[config.mk]
export PLATFORM = sky130hd
export DESIGN_NAME = dmba_top
export DESIGN_NICKNAME = d
export VERILOG_FILES = /design/src/inc/dmba_pkg.sv /design/src/logic/dmba_addr_resolve.sv /design/src/logic/dmba_top.sv
export SDC_FILE = /design/constraint.sdc
export NUM_CORES = 1
export LEC_CHECK = 0
export BUFFER_PORTS_ARGS = -buffer_cell sky130_fd_sc_hd__buf_2
export CORE_AREA = 2 2 121 88
export DETAILED_ROUTE_END_ITERATION = 6
export DIE_AREA = 0 0 123 90
export PLACE_DENSITY = 0.79
export SLEW_MARGIN = 30
export SYNTH_ARGS = -nofsm -noshare
export SYNTH_HDL_FRONTEND = slang
export SYNTH_SLANG_ARGS = --single-unit
[constraint.sdc]
create_clock -name clock_i -period 4 [get_ports clock_i]
set_clock_uncertainty 0.05 [all_clocks]
set_input_delay 0.6 -clock clock_i [delete_from_list [all_inputs] [get_ports clock_i]]
set_output_delay 0.6 -clock clock_i [all_outputs]
set_load 0.1 [all_outputs]
[src/inc/dmba_pkg.sv]
package dmba_pkg;

    localparam int DMBA_DATA_W = 8;
    localparam int DMBA_RAM_AW = 9;

    // special register map, one byte each
    localparam logic [7:0] DMBA_ADDR_IND_ZERO  = 8'h00;
    localparam logic [7:0] DMBA_ADDR_PTR_ZERO  = 8'h01;
    localparam logic [7:0] DMBA_ADDR_IND_ONE   = 8'h02;
    localparam logic [7:0] DMBA_ADDR_PTR_ONE   = 8'h03;
    localparam logic [7:0] DMBA_ADDR_BANK      = 8'h04;
    localparam logic [7:0] DMBA_ADDR_ACC       = 8'h05;
    localparam logic [7:0] DMBA_ADDR_PCL       = 8'h06;
    localparam logic [7:0] DMBA_ADDR_TBL_LOW   = 8'h07;
    localparam logic [7:0] DMBA_ADDR_TBL_HRES  = 8'h08;
    localparam logic [7:0] DMBA_ADDR_TBL_HIGH  = 8'h09;
    localparam logic [7:0] DMBA_ADDR_EEPROM_CT = 8'h40;

    // general purpose ram starts where address bit 7 is set
    localparam int         DMBA_RAM_SEL_BIT    = 7;
    localparam int         DMBA_SFR_AW         = 7;

    // unused special space, read as zero
    localparam logic [7:0] DMBA_UNUSED_A_LO    = 8'h1C;
    localparam logic [7:0] DMBA_UNUSED_A_HI    = 8'h1D;
    localparam logic [7:0] DMBA_UNUSED_B_LO    = 8'h36;
    localparam logic [7:0] DMBA_UNUSED_B_HI    = 8'h3C;
    localparam logic [7:0] DMBA_UNUSED_C_LO    = 8'h41;
    localparam logic [7:0] DMBA_UNUSED_C_HI    = 8'h7F;
    localparam logic [7:0] DMBA_REDUCED_LO     = 8'h20;
    localparam logic [7:0] DMBA_REDUCED_HI     = 8'h24;

    localparam int         DMBA_BANK_SEL_BIT   = 0;
    localparam logic       DMBA_BANK0          = 1'b0;
    localparam logic       DMBA_BANK1          = 1'b1;
    localparam logic [7:0] DMBA_REG_RESET      = 8'h00;
    localparam logic [7:0] DMBA_READ_EMPTY     = 8'h00;

    typedef enum logic [1:0]
    {
        DMBA_ST_IDLE  = 2'b00,
        DMBA_ST_FETCH = 2'b01,
        DMBA_ST_WRITE = 2'b11,
        DMBA_ST_DUMMY = 2'b10
    } dmba_state_t;

    typedef enum logic [1:0]
    {
        DMBA_TGT_NONE  = 2'b00,
        DMBA_TGT_LOCAL = 2'b01,
        DMBA_TGT_SFR   = 2'b10,
        DMBA_TGT_RAM   = 2'b11
    } dmba_tgt_t;

    function automatic logic dmba_is_ind_port(input logic [7:0] a);
        dmba_is_ind_port = (a == DMBA_ADDR_IND_ZERO) || (a == DMBA_ADDR_IND_ONE);
    endfunction

    function automatic logic dmba_sfr_unused(input logic [7:0] a, input logic bank, input logic reduced);
        dmba_sfr_unused = ((a >= DMBA_UNUSED_A_LO) && (a <= DMBA_UNUSED_A_HI))
                       || ((a >= DMBA_UNUSED_B_LO) && (a <= DMBA_UNUSED_B_HI))
                       || ((a >= DMBA_UNUSED_C_LO) && (a <= DMBA_UNUSED_C_HI))
                       || ((a == DMBA_ADDR_EEPROM_CT) && (bank == DMBA_BANK0))
                       || (reduced && (a >= DMBA_REDUCED_LO) && (a <= DMBA_REDUCED_HI));
    endfunction

endpackage

[src/logic/dmba_addr_resolve.sv]
`timescale 1ns/100ps
module dmba_addr_resolve
    import dmba_pkg::*;
#(
    parameter logic REDUCED = 1'b0
)
(
    input  wire logic [7:0] addr_i,
    input  wire logic [7:0] ptr_zero_i,
    input  wire logic [7:0] ptr_one_i,
    input  wire logic       bank_i,
    output dmba_tgt_t       tgt_o,
    output logic      [7:0] eff_addr_o,
    output logic            eff_bank_o
);

    logic indirect;
    logic sfr_bank;

    always_comb
    begin
        indirect   = 1'b0;
        sfr_bank   = bank_i;
        eff_addr_o = addr_i;
        eff_bank_o = DMBA_BANK0;
        if (addr_i == DMBA_ADDR_IND_ZERO)
        begin
            indirect   = 1'b1;
            eff_addr_o = ptr_zero_i;
            eff_bank_o = DMBA_BANK0;
            sfr_bank   = DMBA_BANK0;
        end
        else if (addr_i == DMBA_ADDR_IND_ONE)
        begin
            indirect   = 1'b1;
            eff_addr_o = ptr_one_i;
            eff_bank_o = bank_i;
        end
        if (indirect && dmba_is_ind_port(eff_addr_o))
            tgt_o = DMBA_TGT_NONE;
        else if (eff_addr_o[DMBA_RAM_SEL_BIT])
            tgt_o = DMBA_TGT_RAM;
        else
        begin
            // special space ignores the bank except for the eeprom control slot
            eff_bank_o = sfr_bank;
            if (dmba_sfr_unused(eff_addr_o, sfr_bank, REDUCED))
                tgt_o = DMBA_TGT_NONE;
            else if (eff_addr_o <= DMBA_ADDR_TBL_HIGH)
                tgt_o = DMBA_TGT_LOCAL;
            else
                tgt_o = DMBA_TGT_SFR;
        end
    end

endmodule

[src/logic/dmba_top.sv]
`timescale 1ns/100ps
// Overview of operation
// - indirect port accesses the location its pointer names
// - pair zero bank 0 only, pair one any bank
// - indirect access to a port: read zero, write nothing
// - both pointers are eight bits wide
// - pointers are ordinary readable writable storage
// - direct ram access always lands in bank 0
// - bank select bit 0 picks bank 0 or 1
// - reset clears bank except watchdog power-down reset
// - special registers decode independent of bank, except the eeprom control slot
// - unused special locations read as zero
// - reduced variant: 20H to 24H unused
// - pc low write jumps within current page
// - pc low jump inserts one dummy cycle
// - table read: high byte kept, low byte written
// - alu results land in the accumulator
// - register transfers pass through the accumulator only
// - eeprom control slot reachable only in bank 1
// - bank select bits 7 to 1 read zero
module dmba_top
    import dmba_pkg::*;
#(
    parameter logic REDUCED = 1'b0,
    parameter int   PROG_AW = 16,
    parameter int   PROG_W  = 16
)
(
    input  wire logic                   clock_i,
    input  wire logic                   rst_n_i,
    input  wire logic                   wdt_pd_reset_i,

    input  wire logic                   core_req_i,
    input  wire logic                   core_we_i,
    input  wire logic [7:0]             core_addr_i,
    input  wire logic [DMBA_DATA_W-1:0] core_wdata_i,
    output logic                        core_ready_o,
    output logic      [DMBA_DATA_W-1:0] core_rdata_o,
    output logic                        core_rvalid_o,

    input  wire logic                   alu_we_i,
    input  wire logic [DMBA_DATA_W-1:0] alu_result_i,
    output logic      [DMBA_DATA_W-1:0] acc_o,

    input  wire logic [DMBA_DATA_W-1:0] pc_low_i,
    output logic                        pc_jump_o,
    output logic      [DMBA_DATA_W-1:0] pc_jump_low_o,
    output logic                        pc_dummy_o,

    input  wire logic                   tbl_rd_i,
    input  wire logic [7:0]             tbl_dest_i,
    output logic                        prog_rd_o,
    output logic      [PROG_AW-1:0]     prog_addr_o,
    input  wire logic [PROG_W-1:0]      prog_word_i,
    input  wire logic                   prog_valid_i,

    output logic                        ram_en_o,
    output logic                        ram_we_o,
    output logic      [DMBA_RAM_AW-1:0] ram_addr_o,
    output logic      [DMBA_DATA_W-1:0] ram_wdata_o,
    input  wire logic [DMBA_DATA_W-1:0] ram_rdata_i,

    output logic                        sfr_en_o,
    output logic                        sfr_we_o,
    output logic      [DMBA_SFR_AW-1:0] sfr_addr_o,
    output logic                        sfr_bank_o,
    output logic      [DMBA_DATA_W-1:0] sfr_wdata_o,
    input  wire logic [DMBA_DATA_W-1:0] sfr_rdata_i
);

    localparam int PTR_W = 8;

    generate
        if ((PROG_W <= DMBA_DATA_W) || (PROG_W > 2 * DMBA_DATA_W))
            $error("dmba_top: PROG_W must lie in 9..16");
        if ((PROG_AW <= DMBA_DATA_W) || (PROG_AW > 2 * PTR_W))
            $error("dmba_top: PROG_AW must lie in 9..16");
    endgenerate

    dmba_state_t            state;
    dmba_state_t            next_state;

    logic [PTR_W-1:0]       pointer_zero;
    logic [PTR_W-1:0]       pointer_one;
    logic                   bank_select_bit;
    logic [DMBA_DATA_W-1:0] alu_result_holder;
    logic [DMBA_DATA_W-1:0] table_ptr_low;
    logic [DMBA_DATA_W-1:0] table_ptr_high;
    logic [DMBA_DATA_W-1:0] table_high_result;

    logic [7:0]             tbl_dest;
    logic [DMBA_DATA_W-1:0] tbl_low_byte;

    logic                   acc_act;
    logic                   acc_we;
    logic [7:0]             acc_addr;
    logic [DMBA_DATA_W-1:0] acc_wdata;
    logic                   tbl_take;

    dmba_tgt_t              tgt;
    logic [7:0]             eff_addr;
    logic                   eff_bank;

    logic                   local_wr;
    logic                   pcl_wr;
    logic [DMBA_DATA_W-1:0] local_rdata;
    logic [DMBA_DATA_W-1:0] next_rdata;

    // one access path serves the core and the low byte of a table read, so both
    // obey the same indirect, bank and unused-slot decoding
    always_comb
    begin
        acc_act   = 1'b0;
        acc_we    = 1'b0;
        acc_addr  = core_addr_i;
        acc_wdata = core_wdata_i;
        if (state == DMBA_ST_IDLE)
        begin
            acc_act = core_req_i;
            acc_we  = core_we_i;
        end
        else if (state == DMBA_ST_WRITE)
        begin
            acc_act   = 1'b1;
            acc_we    = 1'b1;
            acc_addr  = tbl_dest;
            acc_wdata = tbl_low_byte;
        end
    end

    assign core_ready_o = (state == DMBA_ST_IDLE);
    assign tbl_take     = (state == DMBA_ST_IDLE) && tbl_rd_i && !core_req_i;

    dmba_addr_resolve
    #(
        .REDUCED    (REDUCED)
    )
    u_dmba_addr_resolve
    (
        .addr_i     (acc_addr),
        .ptr_zero_i (pointer_zero),
        .ptr_one_i  (pointer_one),
        .bank_i     (bank_select_bit),
        .tgt_o      (tgt),
        .eff_addr_o (eff_addr),
        .eff_bank_o (eff_bank)
    );

    assign local_wr = acc_act && acc_we && (tgt == DMBA_TGT_LOCAL);
    assign pcl_wr   = local_wr && (eff_addr == DMBA_ADDR_PCL);

    assign ram_en_o    = acc_act && (tgt == DMBA_TGT_RAM);
    assign ram_we_o    = ram_en_o && acc_we;
    assign ram_addr_o  = {eff_bank, eff_addr};
    assign ram_wdata_o = acc_wdata;

    assign sfr_en_o    = acc_act && (tgt == DMBA_TGT_SFR);
    assign sfr_we_o    = sfr_en_o && acc_we;
    assign sfr_addr_o  = eff_addr[DMBA_SFR_AW-1:0];
    assign sfr_bank_o  = eff_bank;
    assign sfr_wdata_o = acc_wdata;

    // sequencing of table reads and pc low jumps
    always_comb
    begin
        next_state = state;
        case (state)
            DMBA_ST_IDLE:
            begin
                if (pcl_wr)
                    next_state = DMBA_ST_DUMMY;
                else if (tbl_take)
                    next_state = DMBA_ST_FETCH;
            end
            DMBA_ST_FETCH:
            begin
                if (prog_valid_i)
                    next_state = DMBA_ST_WRITE;
            end
            DMBA_ST_WRITE:
            begin
                if (pcl_wr)
                    next_state = DMBA_ST_DUMMY;
                else
                    next_state = DMBA_ST_IDLE;
            end
            DMBA_ST_DUMMY:
                next_state = DMBA_ST_IDLE;
            default:
                next_state = DMBA_ST_IDLE;
        endcase
    end

    always_ff @(posedge clock_i)
    begin
        if (!rst_n_i)
            state <= DMBA_ST_IDLE;
        else
            state <= next_state;
    end

    // pointers are plain storage; increments arrive as read then write
    always_ff @(posedge clock_i)
    begin
        if (!rst_n_i)
            pointer_zero <= DMBA_REG_RESET;
        else if (local_wr && (eff_addr == DMBA_ADDR_PTR_ZERO))
            pointer_zero <= acc_wdata;
    end

    always_ff @(posedge clock_i)
    begin
        if (!rst_n_i)
            pointer_one <= DMBA_REG_RESET;
        else if (local_wr && (eff_addr == DMBA_ADDR_PTR_ONE))
            pointer_one <= acc_wdata;
    end

    // a watchdog reset out of power-down keeps the bank so wake-up code resumes
    always_ff @(posedge clock_i)
    begin
        if (!rst_n_i)
        begin
            if (!wdt_pd_reset_i)
                bank_select_bit <= DMBA_BANK0;
        end
        else if (local_wr && (eff_addr == DMBA_ADDR_BANK))
            bank_select_bit <= acc_wdata[DMBA_BANK_SEL_BIT];
    end

    // bus write beats the alu in the same cycle; the core issues only one
    always_ff @(posedge clock_i)
    begin
        if (!rst_n_i)
            alu_result_holder <= DMBA_REG_RESET;
        else if (local_wr && (eff_addr == DMBA_ADDR_ACC))
            alu_result_holder <= acc_wdata;
        else if (alu_we_i)
            alu_result_holder <= alu_result_i;
    end

    // no memory-to-memory path exists: data moves through the accumulator
    assign acc_o = alu_result_holder;

    always_ff @(posedge clock_i)
    begin
        if (!rst_n_i)
            table_ptr_low <= DMBA_REG_RESET;
        else if (local_wr && (eff_addr == DMBA_ADDR_TBL_LOW))
            table_ptr_low <= acc_wdata;
    end

    always_ff @(posedge clock_i)
    begin
        if (!rst_n_i)
            table_ptr_high <= DMBA_REG_RESET;
        else if (local_wr && (eff_addr == DMBA_ADDR_TBL_HIGH))
            table_ptr_high <= acc_wdata;
    end

    always_ff @(posedge clock_i)
    begin
        if (!rst_n_i)
            table_high_result <= DMBA_REG_RESET;
        else if ((state == DMBA_ST_FETCH) && prog_valid_i)
            table_high_result <= DMBA_DATA_W'(prog_word_i[PROG_W-1:DMBA_DATA_W]);
        else if (local_wr && (eff_addr == DMBA_ADDR_TBL_HRES))
            table_high_result <= acc_wdata;
    end

    always_ff @(posedge clock_i)
    begin
        if (!rst_n_i)
        begin
            tbl_dest     <= DMBA_REG_RESET;
            tbl_low_byte <= DMBA_REG_RESET;
        end
        else
        begin
            if (tbl_take)
                tbl_dest <= tbl_dest_i;
            if ((state == DMBA_ST_FETCH) && prog_valid_i)
                tbl_low_byte <= prog_word_i[DMBA_DATA_W-1:0];
        end
    end

    // pointers are read as loaded by software beforehand
    assign prog_rd_o   = (state == DMBA_ST_FETCH);
    assign prog_addr_o = PROG_AW'({table_ptr_high, table_ptr_low});

    always_comb
    begin
        case (eff_addr)
            DMBA_ADDR_PTR_ZERO:  local_rdata = pointer_zero;
            DMBA_ADDR_PTR_ONE:   local_rdata = pointer_one;
            DMBA_ADDR_BANK:      local_rdata = {7'h00, bank_select_bit};
            DMBA_ADDR_ACC:       local_rdata = alu_result_holder;
            DMBA_ADDR_PCL:       local_rdata = pc_low_i;
            DMBA_ADDR_TBL_LOW:   local_rdata = table_ptr_low;
            DMBA_ADDR_TBL_HRES:  local_rdata = table_high_result;
            DMBA_ADDR_TBL_HIGH:  local_rdata = table_ptr_high;
            default:             local_rdata = DMBA_READ_EMPTY;
        endcase
    end

    always_comb
    begin
        case (tgt)
            DMBA_TGT_LOCAL: next_rdata = local_rdata;
            DMBA_TGT_SFR:   next_rdata = sfr_rdata_i;
            DMBA_TGT_RAM:   next_rdata = ram_rdata_i;
            default:        next_rdata = DMBA_READ_EMPTY;
        endcase
    end

    always_ff @(posedge clock_i)
    begin
        if (!rst_n_i)
        begin
            core_rdata_o  <= DMBA_READ_EMPTY;
            core_rvalid_o <= 1'b0;
        end
        else
        begin
            core_rvalid_o <= acc_act && !acc_we && (state == DMBA_ST_IDLE);
            if (acc_act && !acc_we)
                core_rdata_o <= next_rdata;
        end
    end

    // only the low byte leaves; the core keeps its upper counter bits
    always_ff @(posedge clock_i)
    begin
        if (!rst_n_i)
        begin
            pc_jump_o     <= 1'b0;
            pc_jump_low_o <= DMBA_REG_RESET;
        end
        else
        begin
            pc_jump_o <= pcl_wr;
            if (pcl_wr)
                pc_jump_low_o <= acc_wdata;
        end
    end

    assign pc_dummy_o = (state == DMBA_ST_DUMMY);

endmodule

Yosys cells after proc, flatten, opt, wreduce, memory -nomap -nowiden
Cells that the tools add are included.
Cells by class
  multiplexer cells: 34
  multipliers: 0
  reductions and logical operators: 37
  $lt $le $gt $ge: 7
  equal/unequal tests: 21
  add/sub/neg operators: 0
  shifts and indexed selects: 0
  divide/modulo/power cells: 0
  bitwise gates (word level): 1
Operators by type and width (count)
  $mux 8: 10
  $pmux 8 s8: 1
  $eq 8x3->1 const B: 4
  $eq 8x2->1 const B: 3
  $logic_and 1x1->1: 24
  $pmux 8 s3: 1
  $eq 8x4->1 const B: 2
  $logic_not 8->1: 2
  $mux 2: 8
  $mux 1: 13
  $eq 2x2->1 const B: 4
  $eq 8x1->1 const B: 1
  $eq 8x7->1 const B: 1
  $ge 8x5->1 const B: 1
  $ge 8x6->1 const B: 1
  $ge 8x7->1 const B: 1
  $le 8x4->1 const B: 1
  $le 8x5->1 const B: 1
  $le 8x6->1 const B: 1
  $le 8x7->1 const B: 1
  $pmux 2 s4: 1
  $eq 2x1->1 const B: 2
  $logic_or 1x1->1: 4
  $ne 2x1->1 const B: 2
  7 further kinds: 10
Storage, ports and cells
  memories kept: 0
  flip-flop bits (word level): 85
  output and inout port bits: 82
  bits in latches: 0
  memory bits (writable): 0
  bits in read-only memories: 0

Longest topological paths before layout
  depth in word-level cells: 19
  gate-level depth with buffers: 14
  gate-level depth less buffers: 10

Modules after synthesis
From an unflattened synthesis, not the netlist that was laid out.
Second synthesis, totals
  cells, all modules: 567
  area total of the unflattened synthesis: 5017.3 um^2
Modules (own cells, without submodules)
  dmba_top: instances 1, area each 4621.9 um^2, cells an instance 507
  dmba_addr_resolve: instances 1, area each 395.4 um^2, cells an instance 60

Worst setup path after synthesis
No wires, ideal clock.
  path kind: input port to output port
  from: input core_addr_i[4]
  to: output sfr_en_o
  stages: 8
  path slack: -1290 ps
  path buffers: 0
  arrival: 4640 ps
  path through: or4_1 -> o32ai_4 -> o211ai_1 -> o2bb2ai_4 -> inv_1 -> a31oi_1 -> a211oi_4 -> nor2b_1
On the way
  cells in the longest elaborated chain, start to end: 15
RTL lines
  start, declared: RTL line dmba_top.sv:35  | input wire logic [7:0] core_addr_i,
  $mux 8: RTL line dmba_top.sv:122  | else if (state == DMBA_ST_WRITE)
  $mux 8 *: RTL line dmba_top.sv:117  | if (state == DMBA_ST_IDLE)
  $eq 8x2->1: RTL line dmba_addr_resolve.sv:33  | else if (addr_i == DMBA_ADDR_IND_ONE)
  $mux 8: RTL line dmba_addr_resolve.sv:33
  $mux 8 *: RTL line dmba_addr_resolve.sv:26  | if (addr_i == DMBA_ADDR_IND_ZERO)
  net ram_addr_o[3]: RTL line dmba_top.sv:59  | output logic [DMBA_RAM_AW-1:0] ram_addr_o,
  $ge 8x5->1 (tied with other cells): RTL line dmba_pkg.sv:60  | dmba_sfr_unused = ((a >= DMBA_UNUSED_A_LO) && (a <= DMBA_UNUSED_A_HI))
  $logic_and 1x1->1 (on tied branches): RTL line dmba_pkg.sv:60, dmba_pkg.sv:61
  $logic_or 1x1->1: RTL line dmba_pkg.sv:61  | || ((a >= DMBA_UNUSED_B_LO) && (a <= DMBA_UNUSED_B_HI))
  $logic_or 1x1->1: RTL line dmba_pkg.sv:62  | || ((a >= DMBA_UNUSED_C_LO) && (a <= DMBA_UNUSED_C_HI))
  $logic_or 1x1->1: RTL line dmba_pkg.sv:63  | || ((a == DMBA_ADDR_EEPROM_CT) && (bank == DMBA_BANK0))
  $mux 2: RTL line dmba_addr_resolve.sv:47  | if (dmba_sfr_unused(eff_addr_o, sfr_bank, REDUCED))
  $mux 2: RTL line dmba_addr_resolve.sv:41  | else if (eff_addr_o[DMBA_RAM_SEL_BIT])
  $mux 2 *: RTL line dmba_addr_resolve.sv:39  | if (indirect && dmba_is_ind_port(eff_addr_o))
  $eq 2x2->1 *: RTL line dmba_top.sv:157  | assign sfr_en_o = acc_act && (tgt == DMBA_TGT_SFR);
  $logic_and 1x1->1 *: RTL line dmba_top.sv:157
  end, declared: RTL line dmba_top.sv:63  | output logic sfr_en_o,
The timed path passes the listed nets; every way through them passes the cells marked *.

Worst setup path after layout
  from: register tbl_dest[4]
  to: output sfr_we_o
On the way
  cells in the longest elaborated chain, start to end: 16
RTL lines
  start, declared: RTL line dmba_top.sv:91  | logic [7:0] tbl_dest;
  start signal, assigned: RTL line dmba_top.sv:281  | tbl_dest <= tbl_dest_i;
  $mux 8 *: RTL line dmba_top.sv:122
  $mux 8 *: RTL line dmba_top.sv:117
  $eq 8x2->1: RTL line dmba_addr_resolve.sv:33
  $mux 8: RTL line dmba_addr_resolve.sv:33
  $mux 8: RTL line dmba_addr_resolve.sv:26
  $ge 8x5->1 (tied with other cells): RTL line dmba_pkg.sv:60
  $logic_and 1x1->1 (on tied branches): RTL line dmba_pkg.sv:60, dmba_pkg.sv:61
  $logic_or 1x1->1: RTL line dmba_pkg.sv:61
  $logic_or 1x1->1: RTL line dmba_pkg.sv:62
  $logic_or 1x1->1: RTL line dmba_pkg.sv:63
  $mux 2: RTL line dmba_addr_resolve.sv:47
  $mux 2: RTL line dmba_addr_resolve.sv:41
  $mux 2 *: RTL line dmba_addr_resolve.sv:39
  $eq 2x2->1 *: RTL line dmba_top.sv:157
  $logic_and 1x1->1 *: RTL line dmba_top.sv:157
  $logic_and 1x1->1 *: RTL line dmba_top.sv:158  | assign sfr_we_o = sfr_en_o && acc_we;
  end, declared: RTL line dmba_top.sv:64  | output logic sfr_we_o,
Every way passes the cells marked *; elsewhere a longest branch is shown, timed or not.

==> results.py <==
metrics = {
    "global_route": {
        "grt_util_met2_pct": 43.0,
        "remaining_global_route_overflow": 0,
        "global_route.usage.total_pct": 29.3,
        "via_count_of_the_first_global_routing_pass": 4688,
        "busiest_layer": "met2",
        "groute.layer.met1.usage_pct": 42.1,
        "global_route_wire_length_before_repair_um": 25200,
        "grt.met3_usage_pct": 7.68,
        "grt_start_max_net_pins": 81,
        "antenna_violations_before_repair": 0,
    },
    "worst_setup_path": {
        "setup.worst_path.end_class": "output pin",
        "crit_fanout": 5,
        "critical_setup_path_class": "flip-flop to output pin",
        "worst_setup_path_startpoint": "tbl_dest[4]$_SDFFE_PN0P_",
        "timing.rr.start": "tbl_dest[4]$_SDFFE_PN0P_",
        "cp.arrival_ns": 3.30,
        "startpoint_type": "flip-flop",
        "cp.required_ns": 3.35,
    },
    "min_path": {
        "worstHoldPathType": "flip-flop to flip-flop",
        "hold_start": "table_high_result[7]$_SDFFE_PN0P_",
    },
    "yosys": {
        "yosys_cell_types": 65,
        "synth-warning-count": 0,
        "ys_dominant_reg_cell": "dfxtp_1",
        "synthesis.instances": 561,
        "ff_latch_count_synth": 85,
        "ys_seq_area_share_pct": 34.8,
        "nets_in_the_synthesized_netlist": 641,
        "syn_area_per_cell_um2": 8.78,
        "netlist_area_before_placement_um2": 4920,
        "synth_edf_count": 1,
        "synth-async-reset-ratio_pct": 0,
    },
    "cts": {
        "cell_chosen_for_the_clock_root": "clkbuf_16",
        "cts-buffers-inserted": 9,
        "cts_sinks": 85,
        "clkTransAtPathRegs_ns": 0.06,
        "ctsHoldBuffers": 0,
        "clock_latency_ns": 0.35,
        "maximum_level_of_the_cts_h_tree": 3,
        "maximum_number_of_buffers_from_clock_root_to_sink": 2,
        "tritoncts": "done",
    },
    "layout": {
        "post_layout_nets": 806,
        "synthToLayoutAreaGrowth_pct": 28.0,
        "multiInputGateArea_um2": 2870,
        "n_fill_cell": 858,
        "diode_insertion_count_for_antenna_repair": 0,
        "register_area_um2": 1720,
        "drive_above_1_share_pct": 36.9,
    },
    "floorplanning": {
        "die_area_um2": 11100,
        "row_count": 31,
        "top_level_ports": 162,
        "core_area_um2": 10000,
        "initial_utilization_pct": 49.2,
        "dieHeight_um": 90,
        "chipWidth_um": 123,
    },
    "timing": {
        "final_hold_vio_count": 0,
        "report.final.setup_viol": 0,
        "fmax_mhz": 253,
        "timing.final.crit_share_pct": 98.7,
        "rel_slew_slack_pct": 49.2,
        "timing_worst_slew_pin_value_ns": 0.760,
        "hold_ws_ns": 0.407,
        "drv_slew": 0,
        "post-route-min-period_ns": 3.95,
    },
    "place": {
        "buffers_on_ports": 161,
        "routabilityCongestion": 0.990,
        "detailed_place_hpwl_um": 12300,
    },
    "routing": {
        "finalWirelength_um": 16500,
        "dr_total_vias": 4997,
        "detail-route-antenna-nets": 0,
        "wire_per_inst_um": 19.1,
        "avgViaCountPerCell": 5.79,
        "firstDrtPassIters": 5,
        "drc": 0,
        "drt_first_iter_violations": 427,
    },
    "outcome": {
        "outcome": "completed",
    },
    "flow_run": {
        "drv.max_cap_violation_count": 0,
    },
    "pwr": {
        "finalPower_uw": 2330,
        "vdd_drop_max_mv": 0.276,
        "cellLeakagePower_uw": 0.00315,
        "powerDensity_nw_per_um2": 369,
    },
}
[synth_stat cells (3+ instances only)]
master     count  share of area (%)
a2111oi_0      4               0.71
a211o_1        8                1.4
a21boi_0      18                2.7
a21boi_1       8                1.2
a21o_1         5               0.76
a21oi_1        8               0.81
a221oi_1       7                1.2
a22o_1         3               0.53
a22oi_1        6               0.91
a31o_2         4               0.71
a31oi_1        4               0.51
a32oi_1        7                1.2
and2_1        12                1.5
and3_1        14                1.8
buf_1          3               0.23
buf_2          7               0.71
buf_4         19                2.9
buf_6          5                1.1
clkbuf_1      14                1.1
dfxtp_1       84                 34
inv_1         18                1.4
inv_2          3               0.23
mux2_2         5                1.1
mux2i_1       33                6.7
nand2_1      124                9.5
nand3_1        9               0.91
nand4_1        3               0.38
nor2_1        21                1.6
nor2b_1       19                2.4
nor3_2         4               0.81
o211a_1       26                5.3
o211ai_1       5               0.76
o21ai_0        7               0.71
o21ai_4        3               0.99
o311ai_0       3               0.53
[metrics by stage]
| step | instances | area, um2 | setup WS [ns] | util (%) | TNS, ns |
|---|---|---|---|---|---|
| final | 863 | 6300 | 0.0519 | 63.0 | 0 |
| after global routing | 863 | 6300 | -0.0352 | 63.0 | -0.0660 |
| after CTS | 853 | 6210 | 0.0681 | 62.0 | 0 |
| after detailed placement | 836 | 5880 | -0.0886 | 58.7 | -0.175 |
| after global placement | 836 | 5880 | 0.0420 | 58.7 | 0 |
| after floorplan | 561 | 4950 | -0.382 | - | -0.848 |
[cell families after synthesis]
logic type             share of synthesized area [%]
and+or+nand+nor                                 22.7
AOI/OAI and AO/OA                               26.6
DFF                                             34.8
buffers and inverters                           7.65
muxes                                           8.31
[flip-flops by register name (all words and copies together), names as in the netlist]
name,count
state,2
bank_select_bit,1
table_ptr_low,8
tbl_dest,8
acc_o,8
pointer_one,8
pc_jump_o,1
pointer_zero,8
tbl_low_byte,8
table_high_result,8
core_rvalid_o,1
table_ptr_high,8
pc_jump_low_o,8
core_rdata_o,8
[final cells by class]
cell class / instances / share of cell area (%)
multi-input combinational: 407 / 45.6
clock buffer: 10 / 3.63
timing repair buffer: 202 / 18.2
sequential: 85 / 27.2
inverter: 21 / 1.31
tap: 132 / 2.62
clock inverter: 6 / 1.45
[metal layers]
metal	vias to the layer above	part of all wire (%)
met5	-	0
met4	0	1.7
met3	27	11
met2	282	42
met1	2353	45
li1	2335	-
[path summary, 6_finish.rpt]
check                                           end  slack (ns)  cells past startpoint
setup / recovery                           sfr_we_o        0.05                     12
hold / removal    table_high_result[7]$_SDFFE_PN0P_        0.41                      2
setup reg to reg  table_high_result[1]$_SDFFE_PN0P_        0.23                     13
hold reg to reg   table_high_result[7]$_SDFFE_PN0P_        0.41                      2
[layout by cell type (no fill, tap or decap), drive strengths merged, types with 14 or more instances in the layout]
cell type and instances:
buf 202, nand2 124, dfxtp 84, mux2i 33, o211a 26, a21boi 26
inv 23, nor2 21, nor2b 19, and3 14
[critical path, cell delays in order (launching register included)]
cell        delay [ns]
dfxtp_2           0.34
or4_4             0.57
o32ai_4           0.43
buf_4             0.18
buf_4             0.10
o211ai_1          0.13
o2bb2ai_4         0.20
buf_4             0.16
clkinvlp_4        0.07
a31oi_2           0.12
a211oi_4          0.26
nor2b_4           0.21
buf_12            0.18
[where the power goes]
part           switching [uW]  internal, uW  total [uW]
combinational             380           135         515
clock                     372           553         925
sequential               19.5           866         886
total                     771          1550        2330
[timing repair]
item                                    CTS  global route
setup buffers                             1            10
endpoints found under the hold margin     0             0
pin swaps                                 1             6
gates resized for setup                   1            10
endpoints found under the setup margin    2             7
No activity file was read; power rests on OpenSTA's default activity.
